[src/hdl/lcc_pkg.sv]
/*
 logic cluster shared package: register map, control field positions,
 reset values, operating modes and the carrier types between the cluster
 and its cells. assumes a 32-bit Avalon-MM register port with byte addresses.
*/
package lcc_pkg;
	localparam int CELLS = 10;
	localparam int COLUMN_CLUSTERS = 4;

	localparam logic [7:0] A_CTRL = 8'h00;
	localparam logic [7:0] A_OPA = 8'h04;
	localparam logic [7:0] A_OPB = 8'h08;
	localparam logic [7:0] A_OPC = 8'h0C;
	localparam logic [7:0] A_RES = 8'h10;
	localparam logic [7:0] A_COMB = 8'h14;
	localparam logic [7:0] A_THIRD = 8'h18;
	localparam logic [7:0] A_CLRSEL = 8'h1C;

	localparam int F_MODE = 0;
	localparam int F_HALF = 3;
	localparam int F_FRESH = 4;
	localparam int F_DCLR = 5;
	localparam int F_CE = 6;
	localparam int F_CLR0 = 7;
	localparam int F_CLR1 = 8;
	localparam int F_PRE = 9;
	localparam int F_SHIFT = 10;
	localparam int F_SIN = 11;

	localparam logic [31:0] CTRL_RST = 32'h0000_0041;
	localparam logic [31:0] WORD_ZERO = 32'h0000_0000;

	typedef enum logic [2:0] {
		M_NORMAL = 3'b001,
		M_SHARED = 3'b010,
		M_LUTREG = 3'b100
	} lcc_mode_t;

	typedef struct packed {
		logic carry;
		logic share;
	} lcc_chain_t;

	typedef struct packed {
		lcc_mode_t mode;
		logic used;
		logic ce;
		logic clr;
		logic dclr;
		logic shift;
		logic pre;
	} lcc_ctl_t;
endpackage

[src/hdl/lcc_sync.sv]
/*
 two-stage synchroniser for one level arriving from a device pin.
 assumes the pin is inactive high; the output idles high under reset.
*/
`timescale 1ns/10ps
`default_nettype none
module lcc_sync (
	input wire logic i_ref_clk,
	input wire logic i_resetn,
	input wire logic i_async,
	output var logic o_sync
);
	logic meta_r;
	logic sync_r;

	// first stage feeds only the second stage
	always_ff @(posedge i_ref_clk) begin
		if (!i_resetn) begin
			meta_r <= 1'h1;
			sync_r <= 1'h1;
		end else begin
			meta_r <= i_async;
			sync_r <= meta_r;
		end
	end

	assign o_sync = sync_r;
endmodule
`default_nettype wire

[src/hdl/lcc_cell.sv]
/*
 one logic cell: four lookup tables giving partial sum and carry of three
 operand bits, lower and upper adder on the shared chain, two dedicated
 registers on the cascade path and a third register built from two latch luts.
 assumes the cluster supplies one gated enable and already-resolved clears.
*/
`timescale 1ns/10ps
`default_nettype none
module lcc_cell (
	input wire logic i_ref_clk,
	input wire logic i_resetn,
	input wire lcc_pkg::lcc_ctl_t i_ctl,
	input wire logic [1:0] i_x,
	input wire logic [1:0] i_y,
	input wire logic [1:0] i_z,
	input wire logic i_d3,
	input wire lcc_pkg::lcc_chain_t i_chain,
	output var lcc_pkg::lcc_chain_t o_chain,
	input wire logic i_casc,
	output var logic o_casc,
	output var logic [1:0] o_q,
	output var logic [1:0] o_comb,
	output var logic o_third
);
	import lcc_pkg::*;

	logic [1:0] s_w;
	logic [1:0] c_w;
	logic [1:0] q_r;
	logic [1:0] d_w;
	logic used_w;
	logic la_w;
	logic lb_w;
	logic lc_w;
	logic lk_w;
	logic ua_w;
	logic ub_w;
	logic r0_w;
	logic r1_w;
	logic uk_w;
	logic pre_w;
	logic master_latch_lut;
	logic slave_latch_lut_r;

	assign s_w = i_x ^ i_y ^ i_z;
	assign c_w = (i_x & i_y) | (i_x & i_z) | (i_y & i_z);
	assign used_w = i_ctl.used && (i_ctl.mode == M_SHARED);

	// idle adders see zeros so they never toggle
	assign la_w = used_w & s_w[0];
	assign lb_w = used_w & i_chain.share;
	assign lc_w = used_w & i_chain.carry;
	assign ua_w = used_w & s_w[1];
	assign ub_w = used_w & c_w[0];
	assign r0_w = la_w ^ lb_w ^ lc_w;
	assign lk_w = (la_w & lb_w) | (la_w & lc_w) | (lb_w & lc_w);
	assign r1_w = ua_w ^ ub_w ^ lk_w;
	assign uk_w = (ua_w & ub_w) | (ua_w & lk_w) | (ub_w & lk_w);
	assign o_chain = '{carry: uk_w, share: used_w & c_w[1]};

	// preset: store inverted data, clear then reads back as one
	assign pre_w = i_ctl.pre;
	assign d_w = i_ctl.shift ? {o_q[0], i_casc} : {r1_w, r0_w};

	always_ff @(posedge i_ref_clk) begin
		if (!i_resetn) begin
			q_r <= 2'h0;
		end else if (i_ctl.dclr) begin
			q_r <= 2'h0;
		end else if (i_ctl.clr) begin
			q_r <= 2'h0;
		end else if (i_ctl.ce) begin
			q_r <= d_w ^ {2{pre_w}};
		end
	end

	assign o_q = q_r ^ {2{pre_w}};
	assign o_casc = o_q[1];
	assign o_comb = s_w;

	// feedback pair: master follows data while enabled in lut-register mode, else holds the slave
	assign master_latch_lut = (i_ctl.ce && i_ctl.mode == M_LUTREG) ?
		(i_d3 ^ pre_w) : slave_latch_lut_r;

	always_ff @(posedge i_ref_clk) begin
		if (!i_resetn) begin
			slave_latch_lut_r <= 1'h0;
		end else if (i_ctl.dclr) begin
			slave_latch_lut_r <= 1'h0;
		end else if (i_ctl.clr) begin
			slave_latch_lut_r <= 1'h0;
		end else begin
			slave_latch_lut_r <= master_latch_lut;
		end
	end

	assign o_third = slave_latch_lut_r ^ pre_w;

	property p_third;
		@(posedge i_ref_clk) disable iff (!i_resetn)
		(i_ctl.mode == M_LUTREG && i_ctl.ce && !i_ctl.clr && !i_ctl.dclr && !pre_w)
		|=> slave_latch_lut_r == $past(i_d3);
	endproperty
	a_third: assert property (p_third) else $error("third register missed data");

	property p_clr3;
		@(posedge i_ref_clk) disable iff (!i_resetn)
		i_ctl.clr |=> (slave_latch_lut_r == 1'h0 && q_r == 2'h0);
	endproperty
	a_clr3: assert property (p_clr3) else $error("third register ignored clear");
endmodule
`default_nettype wire

[src/hdl/lcc_cluster.sv]
/*
 logic cluster: ten cells on a shared arithmetic chain and a register
 cascade, cluster-wide clears, device-wide clear and the gated cluster clock,
 all steered from an Avalon-MM register slave.
 assumes neighbouring clusters in the column run on the same clock and
 connect o_chain to the next cluster's i_chain.
*/
// Behaviour
// - luts form partial sum and carry, adders give the three-operand result
// - shared chain enters a cluster only at cell one or cell six
// - twenty chain bits per cluster; longer chains continue down the column
// - alternate columns bypass top half, others bottom half of the chain
// - master and slave latch luts with feedback form a third register
// - third register shares clock, enable and clear with top register
// - cascade path feeds each register output to the next cell register
// - luts stay usable for unrelated logic while registers shift
// - registers have cluster clear; at most two clear sources per cluster
// - preset comes from inverted data and output plus the clear
// - enabled device-wide clear clears everything and overrides all controls
// - unused adders have all inputs held low
// - cluster clock always paired with its own clock enable
// - registers sharing clock and enable use one gated clock
// - shared mode uses four four-input luts for sum or carry
// - carry runs lower adder, upper adder, then next cell lower adder
// - top-half chains continue top half, bottom-half chains bottom half
`timescale 1ns/10ps
`default_nettype none
module lcc_cluster #(
	parameter int N_CELLS = lcc_pkg::CELLS,
	parameter bit TOP_BYPASS = 1'b1,
	parameter int ROW = 0,
	parameter int COL_HEIGHT = lcc_pkg::COLUMN_CLUSTERS
) (
	input wire logic i_ref_clk,
	input wire logic i_resetn,
	input wire logic [7:0] i_avs_address,
	input wire logic i_avs_read,
	input wire logic i_avs_write,
	input wire logic [31:0] i_avs_writedata,
	input wire logic [3:0] i_avs_byteenable,
	output var logic [31:0] o_avs_readdata,
	output var logic o_avs_waitrequest,
	input wire lcc_pkg::lcc_chain_t i_chain,
	output var lcc_pkg::lcc_chain_t o_chain,
	input wire logic i_device_wide_clear_n
);
	import lcc_pkg::*;

	localparam int DW = 2 * N_CELLS;
	localparam int HALF = N_CELLS / 2;
	localparam bit LAST = (ROW == COL_HEIGHT - 1);

	if (N_CELLS < 2 || N_CELLS > 15 || (N_CELLS % 2) != 0) begin : g_bad_cells
		$error("cell count must be even and between 2 and 14");
	end
	if (ROW < 0 || ROW >= COL_HEIGHT) begin : g_bad_row
		$error("row must lie inside the column");
	end

	logic [31:0] ctrl_r;
	logic [31:0] clrsel_r;
	logic [31:0] rdata_r;
	logic [DW-1:0] opa_r;
	logic [DW-1:0] opb_r;
	logic [DW-1:0] opc_r;
	logic [DW-1:0] res_w;
	logic [DW-1:0] comb_w;
	logic [DW-1:0] sum3_w;
	logic [N_CELLS-1:0] third_w;
	logic [N_CELLS-1:0] in_chain_w;
	logic [N_CELLS:0] casc_w;
	lcc_chain_t ch_in_w [N_CELLS];
	lcc_chain_t ch_out_w [N_CELLS];
	lcc_chain_t ent_w;
	lcc_mode_t mode_w;
	logic ack_r;
	logic req_w;
	logic wr_w;
	logic dclr_n_s;
	logic dclr_w;
	logic block_clock_enable_one;
	logic shared_w;
	logic top_byp_w;
	logic bot_byp_w;

	function automatic logic [31:0] merge(
		input logic [31:0] old_v,
		input logic [31:0] new_v,
		input logic [3:0] be
	);
		logic [31:0] m;
		m = old_v;
		for (int b = 0; b < 4; b++) begin
			if (be[b]) begin
				m[8*b +: 8] = new_v[8*b +: 8];
			end
		end
		return m;
	endfunction

	// bus slave: one wait cycle on every access, writes land on the release edge
	assign req_w = i_avs_read | i_avs_write;
	assign o_avs_waitrequest = req_w & ~ack_r;
	assign wr_w = i_avs_write & ack_r;

	always_ff @(posedge i_ref_clk) begin
		if (!i_resetn) begin
			ack_r <= 1'h0;
		end else begin
			ack_r <= req_w & ~ack_r;
		end
	end

	always_ff @(posedge i_ref_clk) begin
		if (!i_resetn) begin
			rdata_r <= WORD_ZERO;
		end else if (i_avs_read && !ack_r) begin
			case (i_avs_address)
				A_CTRL: rdata_r <= ctrl_r;
				A_OPA: rdata_r <= 32'(opa_r);
				A_OPB: rdata_r <= 32'(opb_r);
				A_OPC: rdata_r <= 32'(opc_r);
				A_RES: rdata_r <= 32'(res_w);
				A_COMB: rdata_r <= 32'(comb_w);
				A_THIRD: rdata_r <= 32'(third_w);
				A_CLRSEL: rdata_r <= clrsel_r;
				default: rdata_r <= WORD_ZERO;
			endcase
		end
	end

	assign o_avs_readdata = rdata_r;

	always_ff @(posedge i_ref_clk) begin
		if (!i_resetn) begin
			ctrl_r <= CTRL_RST;
		end else if (wr_w && i_avs_address == A_CTRL) begin
			ctrl_r <= merge(ctrl_r, i_avs_writedata, i_avs_byteenable);
		end
	end

	// only one select bit per cell, so two clear sources at most
	always_ff @(posedge i_ref_clk) begin
		if (!i_resetn) begin
			clrsel_r <= WORD_ZERO;
		end else if (wr_w && i_avs_address == A_CLRSEL) begin
			clrsel_r <= 32'(N_CELLS'(merge(clrsel_r, i_avs_writedata, i_avs_byteenable)));
		end
	end

	always_ff @(posedge i_ref_clk) begin
		if (!i_resetn) begin
			opa_r <= DW'(WORD_ZERO);
			opb_r <= DW'(WORD_ZERO);
			opc_r <= DW'(WORD_ZERO);
		end else if (wr_w) begin
			if (i_avs_address == A_OPA) begin
				opa_r <= DW'(merge(32'(opa_r), i_avs_writedata, i_avs_byteenable));
			end
			if (i_avs_address == A_OPB) begin
				opb_r <= DW'(merge(32'(opb_r), i_avs_writedata, i_avs_byteenable));
			end
			if (i_avs_address == A_OPC) begin
				opc_r <= DW'(merge(32'(opc_r), i_avs_writedata, i_avs_byteenable));
			end
		end
	end

	// unknown mode codes fall back to plain logic
	always_comb begin
		case (ctrl_r[F_MODE +: 3])
			M_SHARED: mode_w = M_SHARED;
			M_LUTREG: mode_w = M_LUTREG;
			default: mode_w = M_NORMAL;
		endcase
	end

	lcc_sync u_dclr (
		.i_ref_clk(i_ref_clk),
		.i_resetn(i_resetn),
		.i_async(i_device_wide_clear_n),
		.o_sync(dclr_n_s)
	);

	assign dclr_w = ctrl_r[F_DCLR] & ~dclr_n_s;
	// gated cluster clock modelled as one shared enable on the single clock
	assign block_clock_enable_one = ctrl_r[F_CE];

	assign shared_w = (mode_w == M_SHARED);
	assign top_byp_w = ctrl_r[F_HALF] & TOP_BYPASS;
	assign bot_byp_w = ctrl_r[F_HALF] & ~TOP_BYPASS;
	assign ent_w = ctrl_r[F_FRESH] ? '0 : i_chain;
	assign casc_w[0] = ctrl_r[F_SIN];

	for (genvar i = 0; i < N_CELLS; i++) begin : g_cell
		lcc_ctl_t ctl_w;

		if (i == 0) begin : g_top_entry
			assign ch_in_w[i] = ent_w;
		end else if (i == HALF) begin : g_mid_entry
			assign ch_in_w[i] = top_byp_w ? ent_w : ch_out_w[i-1];
		end else begin : g_link
			assign ch_in_w[i] = ch_out_w[i-1];
		end

		assign in_chain_w[i] = shared_w & ~(top_byp_w & (i < HALF)) &
			~(bot_byp_w & (i >= HALF));

		assign ctl_w = '{
			mode: mode_w,
			used: in_chain_w[i],
			ce: block_clock_enable_one,
			clr: clrsel_r[i] ? ctrl_r[F_CLR1] : ctrl_r[F_CLR0],
			dclr: dclr_w,
			shift: ctrl_r[F_SHIFT],
			pre: ctrl_r[F_PRE]
		};

		lcc_cell u_cell (
			.i_ref_clk(i_ref_clk),
			.i_resetn(i_resetn),
			.i_ctl(ctl_w),
			.i_x(opa_r[2*i +: 2]),
			.i_y(opb_r[2*i +: 2]),
			.i_z(opc_r[2*i +: 2]),
			.i_d3(opc_r[2*i]),
			.i_chain(ch_in_w[i]),
			.o_chain(ch_out_w[i]),
			.i_casc(casc_w[i]),
			.o_casc(casc_w[i+1]),
			.o_q(res_w[2*i +: 2]),
			.o_comb(comb_w[2*i +: 2]),
			.o_third(third_w[i])
		);

		// clears ignore the enable, so a gated cell still drops its data
		property p_clr;
			@(posedge i_ref_clk) disable iff (!i_resetn)
			(ctl_w.clr && !wr_w) |=> (res_w[2*i +: 2] == {2{ctrl_r[F_PRE]}});
		endproperty
		a_clr: assert property (p_clr) else $error("selected clear missed a cell");
	end

	// the last cluster of the column ends every chain
	assign o_chain = LAST ? '0 :
		(bot_byp_w ? ch_out_w[HALF-1] : ch_out_w[N_CELLS-1]);

	assign sum3_w = opa_r + opb_r + opc_r;

	property p_sum;
		@(posedge i_ref_clk) disable iff (!i_resetn)
		(shared_w && !ctrl_r[F_HALF] && ctrl_r[F_FRESH] && block_clock_enable_one &&
			!ctrl_r[F_CLR0] && !ctrl_r[F_CLR1] && !dclr_w && !wr_w &&
			!ctrl_r[F_SHIFT] && !ctrl_r[F_PRE])
		|=> res_w == $past(sum3_w);
	endproperty
	a_sum: assert property (p_sum) else $error("registered sum differs from a+b+c");

	property p_dclr;
		@(posedge i_ref_clk) disable iff (!i_resetn)
		(dclr_w && !wr_w) |=> (res_w == {DW{ctrl_r[F_PRE]}} &&
			third_w == {N_CELLS{ctrl_r[F_PRE]}});
	endproperty
	a_dclr: assert property (p_dclr) else $error("device clear did not clear");

	property p_gate;
		@(posedge i_ref_clk) disable iff (!i_resetn)
		(!block_clock_enable_one && !ctrl_r[F_CLR0] && !ctrl_r[F_CLR1] &&
			!dclr_w && !wr_w) |=> ($stable(res_w) && $stable(third_w));
	endproperty
	a_gate: assert property (p_gate) else $error("register moved with clock gated");

	property p_shift;
		@(posedge i_ref_clk) disable iff (!i_resetn)
		(ctrl_r[F_SHIFT] && block_clock_enable_one && !ctrl_r[F_CLR0] &&
			!ctrl_r[F_CLR1] && !dclr_w && !wr_w && !ctrl_r[F_PRE])
		|=> (res_w[0] == $past(ctrl_r[F_SIN]) && res_w[2] == $past(res_w[1]));
	endproperty
	a_shift: assert property (p_shift) else $error("cascade did not shift");

	property p_byp;
		@(posedge i_ref_clk) disable iff (!i_resetn)
		top_byp_w |-> (ch_in_w[HALF] == ent_w && !in_chain_w[0]);
	endproperty
	a_byp: assert property (p_byp) else $error("bypass did not forward chain");

	property p_half;
		@(posedge i_ref_clk) disable iff (!i_resetn)
		(bot_byp_w && !LAST) |-> (o_chain == ch_out_w[HALF-1] && !in_chain_w[HALF]);
	endproperty
	a_half: assert property (p_half) else $error("half chain left wrong cell");

	property p_full;
		@(posedge i_ref_clk) disable iff (!i_resetn)
		(top_byp_w && !LAST) |-> (o_chain == ch_out_w[N_CELLS-1] && !in_chain_w[HALF-1]);
	endproperty
	a_full: assert property (p_full) else $error("top bypass left wrong cell");

	property p_entry;
		@(posedge i_ref_clk) disable iff (!i_resetn)
		!ctrl_r[F_HALF] |-> (ch_in_w[HALF] == ch_out_w[HALF-1]);
	endproperty
	a_entry: assert property (p_entry) else $error("chain entered mid cluster");
endmodule
`default_nettype wire

[config.mk]
export PLATFORM = sky130hd
export DESIGN_NAME = lcc_cluster
export DESIGN_NICKNAME = d
export VERILOG_FILES = /design/src/hdl/lcc_pkg.sv /design/src/hdl/lcc_sync.sv /design/src/hdl/lcc_cell.sv /design/src/hdl/lcc_cluster.sv
export SDC_FILE = /design/constraint.sdc
export NUM_CORES = 1
export LEC_CHECK = 0
export BUFFER_PORTS_ARGS = -buffer_cell sky130_fd_sc_hd__buf_2
export CAP_MARGIN = 20
export CORE_ASPECT_RATIO = 2
export CORE_UTILIZATION = 50
export CTS_BUF_LIST = sky130_fd_sc_hd__clkbuf_16
export DETAILED_ROUTE_END_ITERATION = 8
export GPL_TIMING_DRIVEN = 0
export PLACE_DENSITY = 0.72
export SLEW_MARGIN = 20
export SYNTH_ARGS = -nofsm -noshare
export SYNTH_HDL_FRONTEND = slang
export SYNTH_SLANG_ARGS = --single-unit
export TNS_END_PERCENT = 100
[constraint.sdc]
create_clock -name i_ref_clk -period 9.26 [get_ports i_ref_clk]
set_input_delay 0.926 -clock i_ref_clk [delete_from_list [all_inputs] [get_ports i_ref_clk]]
set_output_delay 0.926 -clock i_ref_clk [all_outputs]
set_load 0.02 [all_outputs]
==> impl_metrics.env, run 1 <==
export IMPL_overflow=0
export IMPL_layout_drive_gt1_share=0.190
export IMPL_critPathRequiredTime_ns=8.33
export IMPL_clockBufferDepth=2
export IMPL_hold_violations=0
export IMPL_hold_ws_ns=0.410
export IMPL_combPwrFrac=0.052
export IMPL_cp_start_kind="register"
export IMPL_path_delay_family="adder cells"
export IMPL_maxSlewHeadroom=0.409
export IMPL_setup_viol=0
export IMPL_critPathBufInv=11
export IMPL_fp_dieH_um=194
export IMPL_crit_start="opc_r[0]"
export IMPL_drc=2
export IMPL_r2r_start="opc_r[0]"
export IMPL_violations="design-rule violations"
export IMPL_io_buffers=83
export IMPL_finalSetupTns_ns=0
export IMPL_worstSetupPathType="reg -> out"
export IMPL_ant_nets=0
export IMPL_clockPowerShare=0.464
export IMPL_gp_congestion=0.937
export IMPL_grt_pass1_wl_mm=44.8
export IMPL_cts_tree="yes"
export IMPL_p_sw_uw=372
export IMPL_routedWlPerCell_um=21.1
export IMPL_syn_cell_area_mm2=0.00924
export IMPL_worstPathMaxFanout=2
export IMPL_start_util=0.507
export IMPL_num_rows=70
export IMPL_fmax_mhz=109
export IMPL_drtPass1Iterations=8
export IMPL_core_area_mm2=0.0182
export IMPL_cp_depth=43
export IMPL_cts_buffers=17
export IMPL_hp_class="reg -> reg"
export IMPL_p_int_mw=1.11
export IMPL_end_kind="primary output"
export IMPL_boundaryPins=86
export IMPL_async_reset_ff_frac=0
export IMPL_period_share=0.991
export IMPL_root_buffer="clkbuf_16"
export IMPL_rr_worst_depth=46
export IMPL_cp_arrival_ns=8.25
export IMPL_min_from="u_dclr.meta_r"
export IMPL_slowest_stage="fa_1"
export IMPL_status="complete, but fails checks"
export IMPL_clk_pin_slew_ns=0.06
export IMPL_syn_nets=1118
export IMPL_grt_max_degree=17
export IMPL_finalCriticalPeriod_ns=9.18
export IMPL_sequentialPowerShare=0.484
export IMPL_die_area_mm2=0.0191
export IMPL_max_stage_delay_ns=0.50
export IMPL_synthFlopType="dfxtp_1"
export IMPL_synth_avg_cell_area_um2=8.99
export IMPL_final_cell_area_mm2=0.0106
export IMPL_hpwl_mm=23.2
export IMPL_p_leak_nw=3.96
export IMPL_clock_sinks=167
export IMPL_peakVddDrop_mv=0.125
export IMPL_worst_pin_slew_ns=0.887
export IMPL_initialDrtViolationCount=565
export IMPL_instances_no_fill=1364
export IMPL_synth_cells=1027
export IMPL_cp_endpoint="o_chain[1]"
export IMPL_dp_cells=1326
export IMPL_rsz0062_at_grt="yes"
export IMPL_grtUsageTotal=0.313
export IMPL_n_fill_cell=1661
export IMPL_reg2reg_slack_ns=0.89
export IMPL_cp_common_cell="fa_2"
export IMPL_diodes=0
export IMPL_total_power_mw=1.49
export IMPL_fin_nets=1226
export IMPL_power_density_mw_per_mm2=140
export IMPL_htreeDepth=4
export IMPL_cts_hold_buf=0
export IMPL_synthDistinctLibCells=51
export IMPL_drv_cap=0
export IMPL_antenna_found_initial=0
export IMPL_areaGrowthSynthToFinish_pct=15.2
export IMPL_wirelength_mm=28.7
export IMPL_ys_ff_latch=167
export IMPL_yosysSeqAreaShare=0.362
export IMPL_post_dp_cell_area_mm2=0.00992
export IMPL_r2r_end="g_cell[9].u_cell.q_r[1]"
export IMPL_swShare=0.250
export IMPL_register_area_mm2=0.00336
export IMPL_grt_pass1_vias=8239
export IMPL_via_count=8113
export IMPL_clock_skew_ns=0.0102
export IMPL_die_w_um=98.1
export IMPL_synth_edf_count=0
export IMPL_multi_input_area_mm2=0.00558
export IMPL_layout_common_cells="nand2_1 (182), dfxtp_1 (161), buf_2 (108)"
export IMPL_final_common_cell="nand2_1"
export IMPL_clk_insertion_delay_late_ns=0.44
export IMPL_ys_warn_count=0
export IMPL_via_per_inst=5.95
export IMPL_drv_slew=0
[routing by layer]
metal / vias up / global-route usage / wire (um)
met1: 3855 / 0.319 / 10100
met3: 127 / 0.0443 / 1390
li1: 3785 / - / -
met5: - / 0 / 0
met2: 346 / 0.570 / 15200
met4: 0 / 0.231 / 2050
[cell families (layout without fill, tap and decap cells)]
group	count (synthesis)	count (layout)	share of synthesized area
compound gates	216	216	0.168
xor+xnor	51	51	0.0484
fa+ha+maj	40	40	0.0867
buf+inv	91	212	0.0434
flops	167	167	0.362
mux	71	71	0.0906
simple gates	391	391	0.201
[repair_timing]
action,4_1_cts,5_1_grt
setup buffers,5,2
hold endpoints to repair,0,0
setup endpoints to repair,2,1
gates resized for setup,55,3
pin swaps,23,22
[worst min-delay path by stage]
| stage | cells after the start | end |
|---|---|---|
| global route | 1 | u_dclr.o_sync |
| finish | 1 | u_dclr.o_sync |
| CTS | 1 | u_dclr.o_sync |
| detailed placement | 1 | u_dclr.o_sync |
| floorplan | 1 | u_dclr.o_sync |
| global placement | 1 | u_dclr.o_sync |
[worst register-to-register path: cells and delay by family (launching register included)]
kind	cells	cell delay, ns
multiplexers	1	0.10
buffers and inverters	10	0.58
flip-flops	1	0.35
XOR/XNOR	1	0.13
adder cells (fa/ha/maj)	21	6.02
AND/OR/NAND/NOR	11	0.80
AO/OA/AOI/OAI	2	0.30
[metrics by stage]
step            util  setup WS [ns]
6_report       0.584         0.0813
4_1_cts        0.583         -0.205
3_5_place_dp   0.545         -0.634
3_3_place_gp   0.545         -0.557
5_1_grt        0.584        -0.0919
2_1_floorplan      -          0.722
[flip-flops by register name, indices dropped and copies added, names as in the netlist]
signal and flops:
ack_r 1, clrsel_r 10, ctrl_r 32, g_cell.u_cell.q_r 20
g_cell.u_cell.slave_latch_lut_r 10, o_avs_readdata 32, opa_r 20, opb_r 20
opc_r 20, u_dclr.meta_r 1, u_dclr.o_sync 1
[synthesized netlist by cell type (all sizes together), types with 2 or more instances]
library cell | number | area, um^2
a211oi | 11 | 82.6
a22oi | 33 | 248
a222oi | 7 | 70.1
mux4 | 10 | 225
fa | 40 | 801
nand4 | 2 | 12.5
nor2b | 24 | 150
nand2 | 190 | 713
o2bb2ai | 3 | 26.3
nor3b | 3 | 32.5
and2 | 29 | 181
nor3 | 5 | 30.0
nand3 | 80 | 405
o22ai | 8 | 50.1
nand2b | 4 | 25.0
buf | 36 | 194
and3 | 6 | 37.5
a21oi | 12 | 60.1
nor2 | 35 | 139
inv | 12 | 45.0
dfxtp | 167 | 3340
clkbuf | 43 | 161
o211ai | 11 | 82.6
and3b | 3 | 26.3
a221o | 7 | 70.1
nand3b | 2 | 15.0
xnor2 | 30 | 263
o21ai | 30 | 150
a21boi | 91 | 683
mux2i | 60 | 601
and4 | 2 | 17.5
nor4 | 2 | 33.8
xor2 | 21 | 184
[power groups by stage]
stage / Clock [mW] / Combinational [mW] / Sequential [mW]
3_5_place_dp: 0 / 0.0764 / 0.736
6_report: 0.690 / 0.0776 / 0.719
2_1_floorplan: 0 / 0.0389 / 0.736
4_1_cts: 0.690 / 0.0766 / 0.719
3_3_place_gp: 0 / 0.0759 / 0.736
5_1_grt: 0.719 / 0.0817 / 0.719
[cell type report]
| class | instances | share of cell area |
|---|---|---|
| multi-input cells | 769 | 0.525 |
| plain buffers | 78 | 0.0331 |
| inverters | 12 | 0.00424 |
| clock buffers | 17 | 0.0400 |
| well taps | 216 | 0.0254 |
| repair buffers | 90 | 0.0446 |
| flip-flops and latches | 167 | 0.316 |
| clock inverters | 15 | 0.0121 |
No activity file was read; power rests on OpenSTA's default activity.
==> run 2, diff against run 1 <==
PLACE_DENSITY = 0.69   (was 0.72)
==> impl_metrics.env, run 2 (synthesis gave the netlist of run 1 again) <==
export IMPL_status="complete, but fails checks"
export IMPL_violations="design-rule violations, negative setup slack"
export IMPL_diodes=0
export IMPL_layout_common_cells="nand2_1 (182), dfxtp_1 (161), buf_2 (108)"
export IMPL_p_int_mw=1.17
export IMPL_routedWlPerCell_um=21.3
export IMPL_via_per_inst=5.85
export IMPL_drtPass1Iterations=7
export IMPL_clock_sinks=167
export IMPL_crit_start="opb_r[0]"
export IMPL_boundaryPins=86
export IMPL_critPathRequiredTime_ns=8.33
export IMPL_max_stage_delay_ns=0.50
export IMPL_cp_endpoint="o_chain[1]"
export IMPL_fp_dieH_um=194
export IMPL_finalCriticalPeriod_ns=9.47
export IMPL_power_density_mw_per_mm2=144
export IMPL_worstPathMaxFanout=3
export IMPL_cts_buffers=17
export IMPL_reg2reg_slack_ns=0.65
export IMPL_sequentialPowerShare=0.470
export IMPL_layout_drive_gt1_share=0.185
export IMPL_num_rows=70
export IMPL_drv_slew=0
export IMPL_via_count=7972
export IMPL_overflow=0
export IMPL_cp_common_cell="fa_2"
export IMPL_areaGrowthSynthToFinish_pct=15.5
export IMPL_fin_util=0.586
export IMPL_clockBufferDepth=2
export IMPL_grt_pass1_wl_mm=45.5
export IMPL_swShare=0.236
export IMPL_peakVddDrop_mv=0.128
export IMPL_core_area_mm2=0.0182
export IMPL_drc=5
export IMPL_initialDrtViolationCount=408
export IMPL_post_dp_cell_area_mm2=0.00992
export IMPL_cts_tree="yes"
export IMPL_gp_congestion=0.897
export IMPL_clk_insertion_delay_late_ns=0.44
export IMPL_start_util=0.507
export IMPL_slowest_stage="fa_1"
export IMPL_cp_arrival_ns=8.54
export IMPL_end_kind="primary output"
export IMPL_fin_nets=1225
export IMPL_n_fill_cell=1704
export IMPL_period_share=1.02
export IMPL_grtUsageTotal=0.318
export IMPL_die_w_um=98.1
export IMPL_ant_nets=0
export IMPL_hpwl_mm=23.5
export IMPL_rr_worst_depth=47
export IMPL_grt_pass1_vias=8209
export IMPL_hp_class="reg -> reg"
export IMPL_maxSlewHeadroom=0.411
export IMPL_hold_violations=0
export IMPL_final_cell_area_mm2=0.0107
export IMPL_io_buffers=83
export IMPL_worstSetupPathType="reg -> out"
export IMPL_rsz0062_at_grt="yes"
export IMPL_p_sw_uw=362
export IMPL_fmax_mhz=106
export IMPL_die_area_mm2=0.0191
export IMPL_finalSetupTns_ns=-0.210
export IMPL_antenna_found_initial=0
export IMPL_htreeDepth=4
export IMPL_drv_cap=0
export IMPL_setup_viol=1
export IMPL_grt_max_degree=17
export IMPL_combPwrFrac=0.051
export IMPL_cp_start_kind="register"
export IMPL_r2r_start="ctrl_r[2]"
export IMPL_finalWorstSetupSlack_ns=-0.210
export IMPL_worst_pin_slew_ns=0.883
export IMPL_root_buffer="clkbuf_16"
export IMPL_clk_pin_slew_ns=0.06
export IMPL_p_leak_nw=4.00
export IMPL_cts_hold_buf=0
export IMPL_clock_skew_ns=0.00754
export IMPL_clockPowerShare=0.480
export IMPL_r2r_end="g_cell[9].u_cell.q_r[1]"
export IMPL_final_common_cell="nand2_1"
export IMPL_wirelength_mm=29.0
run 2: cell count changes in the layout (fill, tap and decap cells not counted):
cell and change:
fa_1 +1, clkinvlp_4 -2, buf_6 -1, bufinv_16 +2, and3b_1 +1, clkinv_4 +3, inv_2 -5, and3b_2 -1
inv_1 +4, clkinv_2 +2, fa_2 -1, inv_6 -3, clkinv_1 -1
run 2: metal layers:
metal	wire, um	vias to the layer above	GRT usage
li1	-	3787	-
met1	10400	3800	0.333
met2	15300	267	0.571
met3	1110	118	0.0458
met4	2210	0	0.229
met5	0	-	0
run 2: worst min path at each step:
stage / from / to / slack (ns) / cells after the start
2_1_floorplan: u_dclr.meta_r / u_dclr.o_sync / 0.39 / 1
3_3_place_gp: u_dclr.meta_r / u_dclr.o_sync / 0.39 / 1
3_5_place_dp: u_dclr.meta_r / u_dclr.o_sync / 0.40 / 1
4_1_cts: u_dclr.meta_r / u_dclr.o_sync / 0.41 / 1
5_1_grt: u_dclr.meta_r / u_dclr.o_sync / 0.44 / 1
6_report: u_dclr.meta_r / u_dclr.o_sync / 0.41 / 1
run 2: power groups by stage:
stage | Sequential, mW | Clock, mW | Combinational [mW]
after floorplan | 0.736 | 0 | 0.0389
after global placement | 0.736 | 0 | 0.0762
after detailed placement | 0.736 | 0 | 0.0766
after CTS | 0.719 | 0.740 | 0.0769
after global routing | 0.719 | 0.767 | 0.0821
final | 0.719 | 0.735 | 0.0776
run 2: worst max-delay path, delay by kind of cell, from the launching register on:
kind | cells | cell delay [ns]
buffers and inverters | 12 | 0.75
AOI/OAI and AO/OA | 1 | 0.06
and+or+nand+nor | 10 | 0.89
DFF | 1 | 0.34
adders and majority gates | 21 | 6.08
run 2: repair_timing:
item / in CTS / in global routing
gates resized for setup: 22 / 28
pin swaps: 4 / 14
endpoints found under the setup margin: 2 / 1
buffers inserted: 1 / 4
run 2: metrics by stage:
stage | hold WS, ns | setup WS [ns] | power, mW | cells
after floorplan | 0.386 | 0.722 | 0.775 | 1027
after detailed placement | 0.397 | -0.677 | 0.812 | 1326
after CTS | 0.414 | -0.219 | 1.54 | 1359
final | 0.411 | -0.210 | 1.53 | 1363
after global placement | 0.388 | -0.607 | 0.812 | 1326
after global routing | 0.438 | -0.507 | 1.57 | 1363
run 2: final cells by class:
type | count | area (um^2) | share of cell area
Tap cell | 216 | 270 | 0.0253
Sequential cell | 167 | 3360 | 0.315
Clock buffer | 17 | 425 | 0.0399
Inverter | 12 | 45.0 | 0.00422
Buffer | 79 | 359 | 0.0337
Multi-Input combinational cell | 769 | 5580 | 0.523
Timing Repair Buffer | 88 | 455 | 0.0427
Clock inverter | 15 | 176 | 0.0165
==> run 3, diff against run 2 <==
CORE_MARGIN = 1.5   (was default)
SETUP_SLACK_MARGIN = 0.4   (was default)
==> impl_metrics.env, run 3 (synthesis gave the netlist of run 1 again) <==
export IMPL_violations="negative setup slack"
export IMPL_via_per_inst=5.86
export IMPL_critPathRequiredTime_ns=8.33
export IMPL_antenna_found_initial=0
export IMPL_cts_hold_buf=0
export IMPL_dp_cells=1326
export IMPL_fin_nets=1223
export IMPL_core_area_mm2=0.0182
export IMPL_gp_congestion=0.916
export IMPL_maxSlewHeadroom=0.417
export IMPL_routedWlPerCell_um=21.3
export IMPL_clockBufferDepth=2
export IMPL_pre_cts_ws_ns=-0.771
export IMPL_clock_sinks=167
export IMPL_peakVddDrop_mv=0.182
export IMPL_end_kind="primary output"
export IMPL_overflow=0
export IMPL_finalWorstSetupSlack_ns=-0.174
export IMPL_worst_pin_slew_ns=0.872
export IMPL_via_count=7982
export IMPL_clk_pin_slew_ns=0.07
export IMPL_initialDrtViolationCount=520
export IMPL_p_leak_nw=3.99
export IMPL_layout_common_cells="nand2_1 (182), dfxtp_1 (160), buf_2 (108)"
export IMPL_slowest_stage="fa_1"
export IMPL_start_util=0.507
export IMPL_rsz0062_at_grt="yes"
export IMPL_worstSetupPathType="reg -> out"
export IMPL_grt_max_degree=17
export IMPL_cp_arrival_ns=8.51
export IMPL_num_rows=70
export IMPL_cp_common_cell="fa_2"
export IMPL_fmax_mhz=106
export IMPL_instances_no_fill=1361
export IMPL_htreeDepth=4
export IMPL_status="complete, but fails checks"
export IMPL_max_stage_delay_ns=0.51
export IMPL_boundaryPins=86
export IMPL_worstPathMaxFanout=3
export IMPL_drv_cap=0
export IMPL_drc=0
export IMPL_fp_dieH_um=195
export IMPL_layout_drive_gt1_share=0.190
export IMPL_areaGrowthSynthToFinish_pct=15.9
export IMPL_register_area_mm2=0.00336
export IMPL_hold_violations=0
export IMPL_multi_input_area_mm2=0.00558
export IMPL_power_density_mw_per_mm2=147
export IMPL_io_buffers=83
export IMPL_clk_insertion_delay_late_ns=0.44
export IMPL_cp_start_kind="register"
export IMPL_grt_pass1_wl_mm=45.3
export IMPL_setup_viol=1
export IMPL_clock_skew_ns=0.0105
export IMPL_period_share=1.02
export IMPL_finalCriticalPeriod_ns=9.43
export IMPL_cts_buffers=17
export IMPL_cts_tree="yes"
export IMPL_root_buffer="clkbuf_16"
export IMPL_hpwl_mm=23.3
export IMPL_grtUsageTotal=0.310
export IMPL_hp_class="reg -> reg"
export IMPL_diodes=0
export IMPL_drtPass1Iterations=7
export IMPL_die_area_mm2=0.0193
export IMPL_die_w_um=99.1
export IMPL_n_fill_cell=1730
export IMPL_final_common_cell="nand2_1"
export IMPL_ant_nets=0
export IMPL_finalSetupTns_ns=-0.174
export IMPL_grt_pass1_vias=8141
export IMPL_drv_slew=0
export IMPL_wirelength_mm=29.0
-- run 3: cell types whose count changed in the layout (fill, tap and decap cells not counted), sizes merged --
cell / change
buf: -2
bufinv: +1
clkinv: -6
inv: +5
-- run 3: power by group --
part,internal [mW],total [mW],switching (mW),leakage [nW]
Combinational,0.0260,0.0779,0.0519,2.34
Sequential,0.718,0.719,0.000650,1.35
Clock,0.458,0.777,0.319,0.305
Total,1.20,1.57,0.372,3.99
-- run 3: critical path: cells and delay by family, from the launching register on --
family                   cells  cell delay, ns
flip-flops                   1            0.34
adder cells (fa/ha/maj)     21            6.12
buffers and inverters       12            0.67
AO/OA/AOI/OAI                1            0.05
AND/OR/NAND/NOR             10            0.91
-- run 3: repair_timing --
| action | in CTS | in global routing |
|---|---|---|
| pin swaps | 1 | 16 |
| gates cloned | 0 | 0 |
| gates resized for setup | 18 | 44 |
| buffers inserted | 2 | 1 |
| setup endpoints to repair | 4 | 3 |
-- run 3: per-layer routing --
metal / track usage / share of wire / wire length (um)
met1: 0.328 / 0.36 / 10500
met2: 0.566 / 0.53 / 15400
met3: 0.0540 / 0.048 / 1380
met4: 0.182 / 0.060 / 1740
met5: 0 / 0 / 0
-- run 3: metrics by stage --
| stage | hold WS (ns) | area [um^2] | power [mW] | utilization |
|---|---|---|---|---|
| after global routing | 0.429 | 10700 | 1.62 | 0.587 |
| final | 0.406 | 10700 | 1.57 | 0.587 |
| after CTS | 0.411 | 10600 | 1.58 | 0.583 |
| after floorplan | 0.386 | 9240 | 0.775 | - |
| after detailed placement | 0.396 | 9920 | 0.813 | 0.545 |
| after global placement | 0.390 | 9920 | 0.812 | 0.545 |
-- run 3: cell type report --
class,count,share of cell area
multi-input combinational,769,0.522
inverter,12,0.00421
sequential,167,0.314
buffer,79,0.0340
clock inverter,15,0.0198
tap,216,0.0253
timing repair buffer,86,0.0415
clock buffer,17,0.0398
-- run 3: worst paths after layout --
path                 startpoint                 endpoint  slack, ns  cells past startpoint
setup / recovery       opb_r[0]               o_chain[1]      -0.17                     44
setup reg to reg      ctrl_r[2]  g_cell[9].u_cell.q_r[1]       0.65                     47
hold / removal    u_dclr.meta_r            u_dclr.o_sync       0.41                      1
hold reg to reg   u_dclr.meta_r            u_dclr.o_sync       0.41                      1
